### src/mmci_defs.vh
// constants for the midi mixer control interpreter
// assumes inclusion by bare name from the design file
`ifndef MMCI_DEFS_VH
`define MMCI_DEFS_VH
// register byte offsets
`define MMCI_REG_CTRL 12'h000
`define MMCI_REG_METRO 12'h004
`define MMCI_REG_MSG 12'h008
`define MMCI_REG_EFFECT 12'h00C
`define MMCI_REG_SCENE 12'h010
`define MMCI_REG_TRK_LO 12'h014
`define MMCI_REG_TRK_HI 12'h018
`define MMCI_REG_STATUS 12'h01C
// control register fields
`define MMCI_CTL_SCENE_EN 0
`define MMCI_CTL_EFF_EN 1
`define MMCI_CTL_CCEFF_EN 2
`define MMCI_CTL_AUTO_PUNCH 3
`define MMCI_CTL_THRU 4
`define MMCI_CTL_SYNC_LSB 5
`define MMCI_CTL_XPORT_LSB 7
`define MMCI_CTL_RESET 32'h0000_0000
// metronome register fields
`define MMCI_MET_DEST_LSB 0
`define MMCI_MET_MODE 2
`define MMCI_MET_CH_LSB 4
`define MMCI_MET_LVL_LSB 8
`define MMCI_MET_ACCN_LSB 16
`define MMCI_MET_NRMN_LSB 24
`define MMCI_VELO_RESET 14'h3F7F
`define MMCI_MET_RESET 32'h4C4D_6400
// encodings
`define MMCI_TRK_MUTE 2'h0
`define MMCI_TRK_PLAY 2'h1
`define MMCI_TRK_REC 2'h2
`define MMCI_TRK_SRC 2'h3
`define MMCI_XP_STOP 2'h0
`define MMCI_XP_PLAY 2'h1
`define MMCI_XP_REC 2'h2
`define MMCI_SYNC_OFF 2'h0
`define MMCI_SYNC_MTC 2'h1
`define MMCI_SYNC_TEMPO 2'h2
`define MMCI_SYNC_TRACK 2'h3
`define MMCI_DEST_OFF 2'h0
`define MMCI_DEST_INT 2'h1
`define MMCI_DEST_MIDI 2'h2
`define MMCI_STAT_CC 4'hB
`define MMCI_STAT_PC 4'hC
`define MMCI_CC_BANK_MSB 7'h00
`define MMCI_CC_BANK_LSB 7'h20
`define MMCI_CC_STATUS 7'h03
`define MMCI_CC_STATUS_HI 7'h23
`define MMCI_CH_SCENE 4'hF
`define MMCI_NUM_SCENES 7'h08
`define MMCI_PROG_FULL 7'h64
`define MMCI_PROG_SHORT 7'h0A
`define MMCI_BANK_STEP 9'h064
`define MMCI_BANK_USER 3'h3
`define MMCI_BANK_LAST 3'h4
`define MMCI_HALT_CYC 4'h4
`define MMCI_NOTE_MAX 7'h7F
`define MMCI_HTRANS_NONSEQ 1
`endif

### src/mmci_core.v
// midi mixer control interpreter: decodes parsed channel messages into
// track status, scene, effect patch and parameter updates; holds sync and
// metronome settings. assumes an upstream parser delivers whole messages.
`timescale 1ns/1ps
`include "mmci_defs.vh"

module mmci_core #(
  parameter NUM_TRACKS = 18,
  parameter NUM_FX = 4
)
(
  // clock and reset
  input wire ref_clk,
  input wire sys_rst,
  // ahb-lite slave
  input wire hsel,
  input wire [11:0] haddr,
  input wire [1:0] htrans,
  input wire hwrite,
  input wire [2:0] hsize,
  input wire [31:0] hwdata,
  input wire hready,
  output wire hreadyout,
  output wire hresp,
  output reg [31:0] hrdata,
  // parsed incoming channel message
  input wire msg_valid,
  input wire [3:0] msg_kind,
  input wire [3:0] msg_chan,
  input wire [6:0] msg_d1,
  input wire [6:0] msg_d2,
  // metronome beat events
  input wire beat_tick,
  input wire beat_accent,
  // transport and effects
  output reg transport_halt,
  output reg [NUM_FX-1:0] fx_param_stb,
  output reg [6:0] fx_param_num,
  output reg [6:0] fx_param_val,
  // sync and outgoing midi
  output wire tempo_map_clock_out,
  output wire sync_track_clock_out,
  output wire mtc_out_en,
  output wire midi_thru_sel,
  output reg click_note_stb,
  output reg [3:0] click_channel,
  output reg [6:0] click_note,
  output reg [6:0] click_velocity,
  output wire int_click_en,
  output wire [6:0] int_click_level
);

  // ----------------------------------------
  // register storage
  // ----------------------------------------
  reg [31:0] ctrl_q;
  reg [31:0] metro_q;
  reg [13:0] velo_q;
  reg [2*NUM_TRACKS-1:0] trk_q;
  reg [2:0] scene_q;
  wire [3*NUM_FX-1:0] bank_all;
  wire [8*NUM_FX-1:0] patch_all;
  wire [NUM_FX-1:0] patch_user_all;
  reg [3:0] halt_cnt_q;
  reg halt_pend_q;
  reg [2:0] pend_scene_q;
  reg [7:0] ign_cnt_q;

  // ahb address phase capture
  reg dp_wr_q;
  reg dp_rd_q;
  reg [11:0] dp_addr_q;

  wire scene_en = ctrl_q[`MMCI_CTL_SCENE_EN];
  wire eff_en = ctrl_q[`MMCI_CTL_EFF_EN];
  wire cceff_en = ctrl_q[`MMCI_CTL_CCEFF_EN];
  wire auto_punch = ctrl_q[`MMCI_CTL_AUTO_PUNCH];
  wire [1:0] sync_sel = ctrl_q[`MMCI_CTL_SYNC_LSB+1:`MMCI_CTL_SYNC_LSB];
  wire [1:0] xport = ctrl_q[`MMCI_CTL_XPORT_LSB+1:`MMCI_CTL_XPORT_LSB];
  wire [1:0] dest = metro_q[`MMCI_MET_DEST_LSB+1:`MMCI_MET_DEST_LSB];
  wire met_play = metro_q[`MMCI_MET_MODE];

  wire is_stop = (xport == `MMCI_XP_STOP);
  wire is_rec = (xport == `MMCI_XP_REC);
  wire is_play = (xport == `MMCI_XP_PLAY);

  // ----------------------------------------
  // sync source and connector function
  // ----------------------------------------
  // gates only; clock and time code generators sit downstream
  assign mtc_out_en = (sync_sel == `MMCI_SYNC_MTC) & ~midi_thru_sel;
  assign tempo_map_clock_out = (sync_sel == `MMCI_SYNC_TEMPO) & ~midi_thru_sel;
  assign sync_track_clock_out = (sync_sel == `MMCI_SYNC_TRACK) & ~midi_thru_sel;
  assign midi_thru_sel = ctrl_q[`MMCI_CTL_THRU];

  // ----------------------------------------
  // track status decode
  // ----------------------------------------
  wire is_cc = msg_valid & (msg_kind == `MMCI_STAT_CC);
  wire is_pc = msg_valid & (msg_kind == `MMCI_STAT_PC);
  wire cc_lo = is_cc & (msg_d1 == `MMCI_CC_STATUS);
  wire cc_hi = is_cc & (msg_d1 == `MMCI_CC_STATUS_HI) & (msg_chan < 4'h2);
  wire [4:0] trk_idx = cc_hi ? (5'h10 + {1'b0, msg_chan}) : {1'b0, msg_chan};
  wire [1:0] want = msg_d2[6:5];

  function [1:0] next_status;
    input [1:0] cur;
    input [1:0] req;
    input stopped;
    input recording;
    input punch;
    reg [1:0] r;
    begin
      r = cur;
      if (stopped)
      begin
        r = req;
      end
      else
      begin
        // only the listed transitions; the rest leave status alone
        if (req == `MMCI_TRK_MUTE && (cur == `MMCI_TRK_PLAY || cur == `MMCI_TRK_SRC))
          r = `MMCI_TRK_MUTE;
        else if (req == `MMCI_TRK_PLAY && cur == `MMCI_TRK_MUTE)
          r = `MMCI_TRK_PLAY;
        else if (req == `MMCI_TRK_SRC && cur == `MMCI_TRK_REC && !recording)
          r = `MMCI_TRK_SRC;
        else if (req == `MMCI_TRK_REC && cur == `MMCI_TRK_SRC && !recording)
          r = `MMCI_TRK_REC;
      end
      if (r == `MMCI_TRK_SRC && !punch)
        r = cur;
      next_status = r;
    end
  endfunction

  // ----------------------------------------
  // program change decode
  // ----------------------------------------
  wire scene_req = is_pc & (msg_chan == `MMCI_CH_SCENE) & scene_en & ~is_rec;
  wire scene_ok = scene_req & (msg_d1 < `MMCI_NUM_SCENES);
  wire fx_ch = (msg_chan < NUM_FX);
  wire [1:0] fx_idx = msg_chan[1:0];
  wire [2:0] cur_bank = bank_all[3*fx_idx +: 3];
  wire [6:0] prog_lim = (cur_bank == 3'h2) ? `MMCI_PROG_SHORT : `MMCI_PROG_FULL;
  wire fx_pc = is_pc & fx_ch & eff_en;
  wire fx_pc_ok = fx_pc & (cur_bank <= `MMCI_BANK_LAST) & (msg_d1 < prog_lim);
  // user banks restart patch numbering at zero
  wire [2:0] bank_rel = (cur_bank >= `MMCI_BANK_USER) ? (cur_bank - `MMCI_BANK_USER) : cur_bank;
  wire [8:0] patch_full = (bank_rel[0] ? `MMCI_BANK_STEP : 9'h000) + (bank_rel[1] ? 9'h0C8 : 9'h000)
    + {2'h0, msg_d1};
  wire cc_bank_msb = is_cc & fx_ch & (msg_d1 == `MMCI_CC_BANK_MSB);
  wire cc_bank_lsb = is_cc & fx_ch & (msg_d1 == `MMCI_CC_BANK_LSB);
  wire cc_fx = is_cc & fx_ch & cceff_en & ~cc_lo & ~cc_hi & ~cc_bank_msb & ~cc_bank_lsb;

  // ----------------------------------------
  // per effect unit bank and patch
  // ----------------------------------------
  genvar g;
  generate
    for (g = 0; g < NUM_FX; g = g + 1)
    begin : g_unit
      reg [2:0] bank_q;
      reg [7:0] patch_q;
      reg user_q;
      // unit chosen by channel; channels past the last unit never match
      wire hit = fx_ch & (fx_idx == g);
      always @(posedge ref_clk)
      begin
        if (sys_rst)
        begin
          bank_q <= 3'h0;
          patch_q <= 8'h00;
          user_q <= 1'b0;
        end
        else if (hit)
        begin
          // nonzero bank msb parks the unit on an unmapped bank
          if (cc_bank_msb && msg_d2 != 7'h00)
            bank_q <= 3'h7;
          else if (cc_bank_lsb)
            bank_q <= (msg_d2 > 7'h04) ? 3'h7 : msg_d2[2:0];
          // program is judged against the bank held before this message
          if (fx_pc_ok)
          begin
            patch_q <= patch_full[7:0];
            user_q <= (cur_bank >= `MMCI_BANK_USER);
          end
        end
      end
      assign bank_all[3*g +: 3] = bank_q;
      assign patch_all[8*g +: 8] = patch_q;
      assign patch_user_all[g] = user_q;
    end
  endgenerate

  // ----------------------------------------
  // message processing
  // ----------------------------------------
  always @(posedge ref_clk)
  begin
    if (sys_rst)
    begin
      trk_q <= {2*NUM_TRACKS{1'b0}};
      scene_q <= 3'h0;
      halt_cnt_q <= 4'h0;
      halt_pend_q <= 1'b0;
      pend_scene_q <= 3'h0;
      transport_halt <= 1'b0;
      fx_param_stb <= {NUM_FX{1'b0}};
      fx_param_num <= 7'h00;
      fx_param_val <= 7'h00;
      ign_cnt_q <= 8'h00;
    end
    else
    begin
      fx_param_stb <= {NUM_FX{1'b0}};
      if (cc_lo || cc_hi)
        trk_q[2*trk_idx +: 2] <= next_status(trk_q[2*trk_idx +: 2], want, is_stop, is_rec, auto_punch);
      if (cc_fx)
      begin
        fx_param_stb[fx_idx] <= 1'b1;
        fx_param_num <= msg_d1;
        fx_param_val <= msg_d2;
      end
      if ((scene_req && !scene_ok) || (fx_pc && !fx_pc_ok))
        ign_cnt_q <= ign_cnt_q + 8'h01;
      // halt while playing, apply scene, release after a few cycles
      if (scene_ok && is_play)
      begin
        transport_halt <= 1'b1;
        halt_pend_q <= 1'b1;
        pend_scene_q <= msg_d1[2:0];
        halt_cnt_q <= `MMCI_HALT_CYC;
      end
      else if (scene_ok)
        scene_q <= msg_d1[2:0];
      else if (halt_pend_q)
      begin
        if (halt_cnt_q == `MMCI_HALT_CYC)
          scene_q <= pend_scene_q;
        if (halt_cnt_q == 4'h0)
        begin
          transport_halt <= 1'b0;
          halt_pend_q <= 1'b0;
        end
        else
          halt_cnt_q <= halt_cnt_q - 4'h1;
      end
    end
  end

  // ----------------------------------------
  // metronome
  // ----------------------------------------
  wire click_time = is_rec | (is_play & met_play);
  assign int_click_en = click_time & (dest == `MMCI_DEST_INT);
  assign int_click_level = metro_q[`MMCI_MET_LVL_LSB+6:`MMCI_MET_LVL_LSB];

  always @(posedge ref_clk)
  begin
    if (sys_rst)
    begin
      click_note_stb <= 1'b0;
      click_channel <= 4'h0;
      click_note <= 7'h00;
      click_velocity <= 7'h00;
    end
    else
    begin
      click_note_stb <= beat_tick & click_time & (dest == `MMCI_DEST_MIDI);
      if (beat_tick)
      begin
        click_channel <= metro_q[`MMCI_MET_CH_LSB+3:`MMCI_MET_CH_LSB];
        click_note <= beat_accent ? metro_q[`MMCI_MET_ACCN_LSB+6:`MMCI_MET_ACCN_LSB]
          : metro_q[`MMCI_MET_NRMN_LSB+6:`MMCI_MET_NRMN_LSB];
        click_velocity <= beat_accent ? velo_q[13:7] : velo_q[6:0];
      end
    end
  end

  // ----------------------------------------
  // ahb-lite slave, zero wait states
  // ----------------------------------------
  wire ap_valid = hsel & hready & htrans[`MMCI_HTRANS_NONSEQ];
  assign hreadyout = 1'b1;
  assign hresp = 1'b0;

  // velocity 0 coerced to 1; level and notes kept 7 bits
  wire [6:0] wv_acc = (hwdata[13:7] == 7'h00) ? 7'h01 : hwdata[13:7];
  wire [6:0] wv_nrm = (hwdata[6:0] == 7'h00) ? 7'h01 : hwdata[6:0];

  // unit 3 patch top nibble is not readable; the user flags take its place
  wire [31:0] effect_word = {patch_user_all, patch_all[27:0]};
  wire [31:0] scene_word = {8'h00, ign_cnt_q, halt_pend_q, bank_all[11:0], scene_q};

  always @(posedge ref_clk)
  begin
    if (sys_rst)
    begin
      dp_wr_q <= 1'b0;
      dp_rd_q <= 1'b0;
      dp_addr_q <= 12'h000;
      ctrl_q <= `MMCI_CTL_RESET;
      metro_q <= `MMCI_MET_RESET;
      velo_q <= `MMCI_VELO_RESET;
      hrdata <= 32'h0000_0000;
    end
    else
    begin
      dp_wr_q <= ap_valid & hwrite;
      dp_rd_q <= ap_valid & ~hwrite;
      if (ap_valid)
        dp_addr_q <= haddr;
      if (dp_wr_q)
      begin
        if (dp_addr_q == `MMCI_REG_CTRL)
          ctrl_q <= {23'h0, hwdata[8:0]};
        else if (dp_addr_q == `MMCI_REG_METRO)
          metro_q <= {1'b0, hwdata[30:24], 1'b0, hwdata[22:16], 1'b0, hwdata[14:8],
            hwdata[7:4], 1'b0, hwdata[2:0]};
        else if (dp_addr_q == `MMCI_REG_MSG)
          velo_q <= {wv_acc, wv_nrm};
      end
      // read data registered at the address phase edge
      if (ap_valid && !hwrite)
      begin
        if (haddr == `MMCI_REG_CTRL)
          hrdata <= ctrl_q;
        else if (haddr == `MMCI_REG_METRO)
          hrdata <= metro_q;
        else if (haddr == `MMCI_REG_MSG)
          hrdata <= {18'h0, velo_q};
        else if (haddr == `MMCI_REG_EFFECT)
          hrdata <= effect_word;
        else if (haddr == `MMCI_REG_SCENE)
          hrdata <= scene_word;
        else if (haddr == `MMCI_REG_TRK_LO)
          hrdata <= trk_q[31:0];
        else if (haddr == `MMCI_REG_TRK_HI)
          hrdata <= {28'h0, trk_q[35:32]};
        else if (haddr == `MMCI_REG_STATUS)
          hrdata <= {27'h0, transport_halt, click_time, xport, halt_pend_q};
        else
          hrdata <= 32'h0000_0000;
      end
    end
  end

endmodule // mmci_core

### config.mk
export PLATFORM = sky130hd
export DESIGN_NAME = mmci_core
export DESIGN_NICKNAME = d
export VERILOG_FILES = /design/src/mmci_core.v
export VERILOG_INCLUDE_DIRS = /design/src
export SDC_FILE = /design/constraint.sdc
export NUM_CORES = 1
export LEC_CHECK = 0
export BUFFER_PORTS_ARGS = -buffer_cell sky130_fd_sc_hd__buf_2
export CAP_MARGIN = 20
export CORE_MARGIN = 4
export CORE_UTILIZATION = 55
export CTS_CLUSTER_SIZE = 20
export DETAILED_ROUTE_END_ITERATION = 7
export PLACE_DENSITY_LB_ADDON = 0.15
export SETUP_SLACK_MARGIN = 0.5
export SYNTH_ARGS = -nofsm -noshare
export SYNTH_HDL_FRONTEND = slang
export SYNTH_SLANG_ARGS = --single-unit
### constraint.sdc
create_clock -name ref_clk -period 6.27 [get_ports ref_clk]
set_clock_uncertainty 0.05 [all_clocks]
set_input_delay 0.9405 -clock ref_clk [delete_from_list [all_inputs] [get_ports ref_clk]]
set_output_delay 0.9405 -clock ref_clk [all_outputs]
set_load 0.02 [all_outputs]
==> After elaboration in Yosys (flattened, before gate mapping) <==
Index checks and enable logic that the tools add are counted.
W data, S select, Z words.
{ "word_totals": {"regBits": 233, "inputBits": 79, "wordCells": 240} }
{ "classes": {"addsub": 7, "multipliers": 1, "n_lt_le_gt_ge": 9, "eq_ne": 36, "shifts": 4, "mux": 48, "n_bitwise": 48, "reduce_logical": 54} }
{ "ops": {"columns": ["cell", "count"], "rows": [
  ["$mux W32", 6],
  ["$eq A12 B5 Y1 const B", 4],
  ["$mux W7", 6],
  ["$bwmux W36", 1],
  ["$eq A12 B4 Y1 const B", 3],
  ["$shift A2 B34 Y36 const A", 1],
  ["$shiftx A2 B34 Y36", 1],
  ["$shiftx A36 B7 Y2", 1],
  ["$and A1 B1 Y1", 35],
  ["$neg A6 Y34", 1],
  ["$mux W3", 10],
  ["$eq A12 B3 Y1 const B", 2],
  ["$logic_not A12 Y1", 2],
  ["$eq A2 B2 Y1 const B", 11],
  ["$mux W2", 11],
  ["$logic_not A7 Y1", 3],
  ["$reduce_and A2 Y1", 9],
  ["$mux W5", 3],
  ["$reduce_and A3 Y1", 5],
  ["$eq A7 B6 Y1 const B", 2],
  ["$logic_and A1 B1 Y1", 13],
  ["$eq A2 B1 Y1 const B", 6],
  ["$eq A4 B4 Y1 const B", 3],
  ["$not A1 Y1", 12],
  ["34 further kinds", 56]
]} }

==> Logic depth before layout (Yosys ltp) <==
{ "depth": {"depth_word": 23, "depth_mapped": 19, "mapped_depth_nobuf": 16} }

==> Worst setup path before layout <==
No wires, ideal clock.
{ "synth_timing": {"kind": "input-to-reg", "start": "input port msg_chan[0]", "end": "register g_unit[0].patch_q[7]", "setup_time_ns": 0.128, "arrival_ns": 4.696, "required_time_ns": 6.092, "path_slack_ns": 1.396, "stages": 18, "path_cell_list": "buf_2 > buf_1 > clkbuf_1 > mux4_2 > ha_1 > or2_2 > o21ai_0 > inv_1 > ha_1 > ha_1 > inv_1 > fa_1 > inv_1 > a31oi_1 > xor2_1 > xnor2_1 > mux2i_1 > nor2_1"} }
{ "synth_via": {"elab_chain_cells": 7, "word_cells_on_any_way": 21, "cone_classes": "add/sub: 3; mul: 1; order compare: 4; eq/ne: 1; shift: 1; mux: 4; bitwise: 5; reduce/logical: 2"} }
{ "synth_rtl": {"columns": ["item", "line_no", "text"], "rows": [
  ["start, declared", "mmci_core.v:29", "input wire [3:0] msg_chan,"],
  ["$mul A2 B2 Y4", "mmci_core.v:144", "wire [2:0] cur_bank = bank_all[3*fx_idx +: 3];"],
  ["$shiftx A12 B5 Y3", "mmci_core.v:144", null],
  ["$ge A3 B2 Y1 (no source line), or another cell as far along", null, null],
  ["$mux W2 or $mux W7 (tied branches)", null, null],
  ["$mux W7, or another cell as far along", "mmci_core.v:150", "wire [8:0] patch_full = (bank_rel[0] ? `MMCI_BANK_STEP : 9'h000) + (bank_rel[1] ? 9'h0C8 : 9'h000)"],
  ["$add A7 B8 Y8 or $and A1 B1 Y1 (tied branches)", "mmci_core.v:150, mmci_core.v:147", null],
  ["$add A8 B7 Y8 or $reduce_and A2 Y1 (tied branches)", null, null],
  ["end signal, assigned", "mmci_core.v:186", "patch_q <= patch_full[7:0];"],
  ["end, declared", "mmci_core.v:164", "reg [7:0] patch_q;"]
]} }
Parallel ways exist; a longest one is shown, timed or not.
A chain may end at the register's enable or synchronous reset.

==> Final worst setup path <==
{ "layout_timing": {"start": "input port msg_chan[1]", "end": "register g_unit[2].patch_q[7]"} }
{ "layout_via": {"elab_chain_cells": 7, "word_cells_on_any_way": 21, "cone_classes": "add/sub: 3; mul: 1; order compare: 4; eq/ne: 2; shift: 1; mux: 4; bitwise: 5; reduce/logical: 1"} }
{ "layout_rtl": {"columns": ["item", "line_no"], "rows": [
  ["$mul A2 B2 Y4", "mmci_core.v:144"],
  ["$shiftx A12 B5 Y3", "mmci_core.v:144"],
  ["$ge A3 B2 Y1 (no source line), or another cell as far along", null],
  ["$mux W2 or $mux W7 (tied branches)", null],
  ["$mux W7, or another cell as far along", "mmci_core.v:150"],
  ["$add A7 B8 Y8 or $and A1 B1 Y1 (tied branches)", "mmci_core.v:150, mmci_core.v:147"],
  ["$add A8 B7 Y8 or $reduce_and A2 Y1 (tied branches)", null],
  ["end signal, assigned", "mmci_core.v:186"],
  ["end, declared", "mmci_core.v:164"]
]} }
Parallel ways exist; a longest one is shown, timed or not.

==> results by group <==
GRT
  • Vias in the first global route: 9,457
  • Global-route wire length before repair: 51.1 mm
  • Largest net degree at the start of global routing: 130
  • Initial antenna violation count: 0
  • GRT Util Overall: 0.281
  • GRT overflow: 0

Synth
  • Yosys top cell area share: 0.415
  • Synth warn: 0
  • Syn Nets: 1,387
  • Post-synthesis cell count: 1,282
  • Register area share after synthesis: 0.415
  • Post-synth top cells: dfxtp_1, nand2_1, nor2_1, mux2i_1, a21oi_1
  • Synth unique cells: between 70 and 80
  • Yosys top cell by area: dfxtp_1
  • Synth top area cells: dfxtp_1, mux2i_1, nand2_1
  • Ys async rst share: 0
  • Cell with the most instances after synthesis: dfxtp_1
  • Post-Syn Area: 11,200 um2
  • Ys flop type: dfxtp_1
  • Avg Cell Area, Syn: 8.77 um2
  • Synthesized flop and latch total: between 200 and 250
  • Post-synth EDFFs: 0

CTS
  • Worst skew pair latency: 0.53 ns
  • CTS tree: built
  • Longest Clk Path Bufs: 3
  • Post-CTS Hold Fix Bufs: 0
  • CTS H-tree lvls: 1
  • CTS clk-pin slew, worst paths: 0.06 ns
  • Setup bufs post-CTS: 0
  • CTS sink count: roughly 230
  • # resized after CTS: 0
  • CTS root buf: clkbuf_16
  • TritonCTS buffer count: 25

Route
  • Routed Antenna Nets: 0
  • Top Metal Used: met4
  • Initial DRC count: 805
  • Drt first pass iters: 8
  • Met1 WL: between 10 and 15 mm
  • Remaining DRCs: 0
  • Avg WL per Cell: 19.7 um
  • Vias: 10,100
  • Final wirelength: 32.9 mm
  • Met2 wire length: 15.3 mm
  • DR WL met3: 2.03 mm
  • Vias per inst: 6.04

Floorplan
  • FP Rows: 52
  • Starting Density: 0.557
  • Die Footprint: roughly 23,000 um2
  • Die Y: 151 um
  • Die Width: about 150 um
  • Core box area: 20,200 um2
  • # IOs: 163

Cells and area
  • Antenna Cells: 0
  • Post-layout util: 0.638
  • Share of cells above drive strength 1: 0.173
  • Area Growth Syn to Fin: 14.5%
  • Post-route insts no fill: 1,666
  • Nets: 1,483

Power
  • Pwr/cell area: about 250 nW/um2
  • Leakage: about 5.2 nW
  • Maximum vdd drop: 0.219 mV

Timing
  • Worst-Margin Slew: 1.10 ns
  • Shortest period the worst path allows: 4.55 ns
  • Tightest hold margin: 0.397 ns
  • Worst slew margin: 0.265
  • Setup TNS: 0 ns
  • Tcrit/Tclk final: 0.726
  • Final Setup Violations: 0
  • RSZ-0062 raised after global routing: no
  • Pins Over Slew Limit: 0
  • Final hold violation count: 0
  • Max frequency: ~220 MHz

Critical path
  • CP max-delay cell: mux4_2
  • Critical path's largest stage delay: 0.65 ns
  • Crit start category: primary input
  • Worst EP arrival: 4.96 ns
  • CP startpoint: msg_chan[1]
  • Worst path bufs/invs: 4
  • Critical Path RT: 6.68 ns
  • Crit-path max FO: 23
  • Reg-to-Reg Start: g_unit[3].bank_q[1]
  • Crit end category: register
  • WS Path Type: primary input to register
  • Critical path cell sequence: buf_2, mux4_2, ha_1, or2_2, o21ai_0, inv_1, ha_1, ha_1, inv_1, fa_1, inv_1, a31oi_1, xor2_1, xnor2_1, mux2i_1, nor2_1
  • CP top delay family: adder cells

Hold path
  • HP Start: fx_param_num[3]
  • Min-delay worst type: register to register

Placed design
  • Placer Congestion: between 0.9 and 1
  • Port bufs: roughly 150
  • Dpl cells: 1,619
  • Dpl hpwl: 23.0 mm

Status
  • Status: finished clean

Job
  • Number of max-cap violations: 0
==> sequential cells by signal, indices dropped and copies added, names as in the netlist, 7 cells and up <==
signal	cells
ign_cnt_q	8
fx_param_num	7
metro_q	28
g_unit.bank_q	12
click_velocity	7
click_note	7
fx_param_val	7
velo_q	14
trk_q	36
dp_addr_q	12
g_unit.patch_q	28
ctrl_q	9
hrdata	32
==> per-layer routing <==
metal / up-vias / GRT usage
li1: 4805 / -
met1: 4796 / 0.389
met2: 388 / 0.450
met3: 78 / 0.0338
met4: 0 / 0.107
met5: - / 0
==> worst register-to-register path: stages (launching register included) <==
cell and delay [ns]:
dfxtp_1 0.34, mux4_2 0.55, ha_1 0.22, or2_2 0.33
o21ai_0 0.44, inv_1 0.10, ha_1 0.29, ha_1 0.16
inv_1 0.05, fa_1 0.40, inv_1 0.07, a31oi_1 0.09
xor2_1 0.16, xnor2_1 0.35, mux2i_1 0.13, nor2_1 0.12
==> through the flow <==
stage | instance area [um2] | total power [mW] | worst slack, ns
finish | 12900 | 3.17 | 1.72
global route | 12900 | 3.27 | 1.42
floorplan | 11200 | 1.67 | 1.40
CTS | 12800 | 3.18 | 1.75
global placement | 12000 | 1.74 | 1.28
detailed placement | 12000 | 1.74 | 1.22
==> final timing paths <==
| path | end | slack, ns | cells past startpoint |
|---|---|---|---|
| worst min register to register | fx_param_num[3] | 0.40 | 2 |
| worst max register to register | g_unit[2].patch_q[7] | 2.35 | 15 |
| worst max-delay path | g_unit[2].patch_q[7] | 1.72 | 16 |
| worst min-delay path | fx_param_num[3] | 0.40 | 2 |
==> layout make-up <==
cell class	count	area, um2
fill	1751	7300
multi-input combinational	926	6090
sequential	233	4660
timing repair buffer	163	867
clock buffer	38	734
tap	270	338
inverter	29	109
clock inverter	7	67.6
==> layout by cell type (no fill, tap or decap), types with 7 or more instances in the layout <==
cell and n:
nor3_1 21, a22o_1 8, nor4_1 16, a31oi_1 11, a21oi_1 79, o211ai_1 7
or2_2 11, a22oi_1 19, o31ai_1 18, inv_1 28, o21ai_0 22, a211oi_1 24
mux2i_1 97, a222oi_1 13, clkbuf_1 7, nand4_1 13, nand3_1 26, mux4_2 7
and3_1 9, and2_1 7, dfxtp_1 233, nand3b_1 43, o2111ai_1 8, a211o_1 14
nand2_1 156, clkbuf_16 25, nor2b_1 24, buf_2 152, buf_4 9, nand2b_1 17
xor2_1 9, ha_1 24, a311oi_1 8, nor2_1 136
==> where the power goes <==
part           leakage [nW]  internal, mW  total, mW  switching, mW
clock                 0.398         0.848       1.46          0.611
sequential             1.88          1.49       1.50        0.00846
combinational          2.93        0.0675      0.213          0.146
total                  5.21          2.41       3.17          0.766
==> logic make-up (layout without fill, tap and decap cells) <==
logic type	count (synthesis)	after routing	synth area share
compound gates	263	263	0.167
xor+xnor	14	14	0.0109
fa+ha+maj	28	28	0.0321
buf+inv	123	237	0.0452
flops	233	233	0.415
mux	107	107	0.103
other cells	2	2	0.000668
simple gates	512	512	0.226
Note: power is estimated with default switching activity, not from simulation.
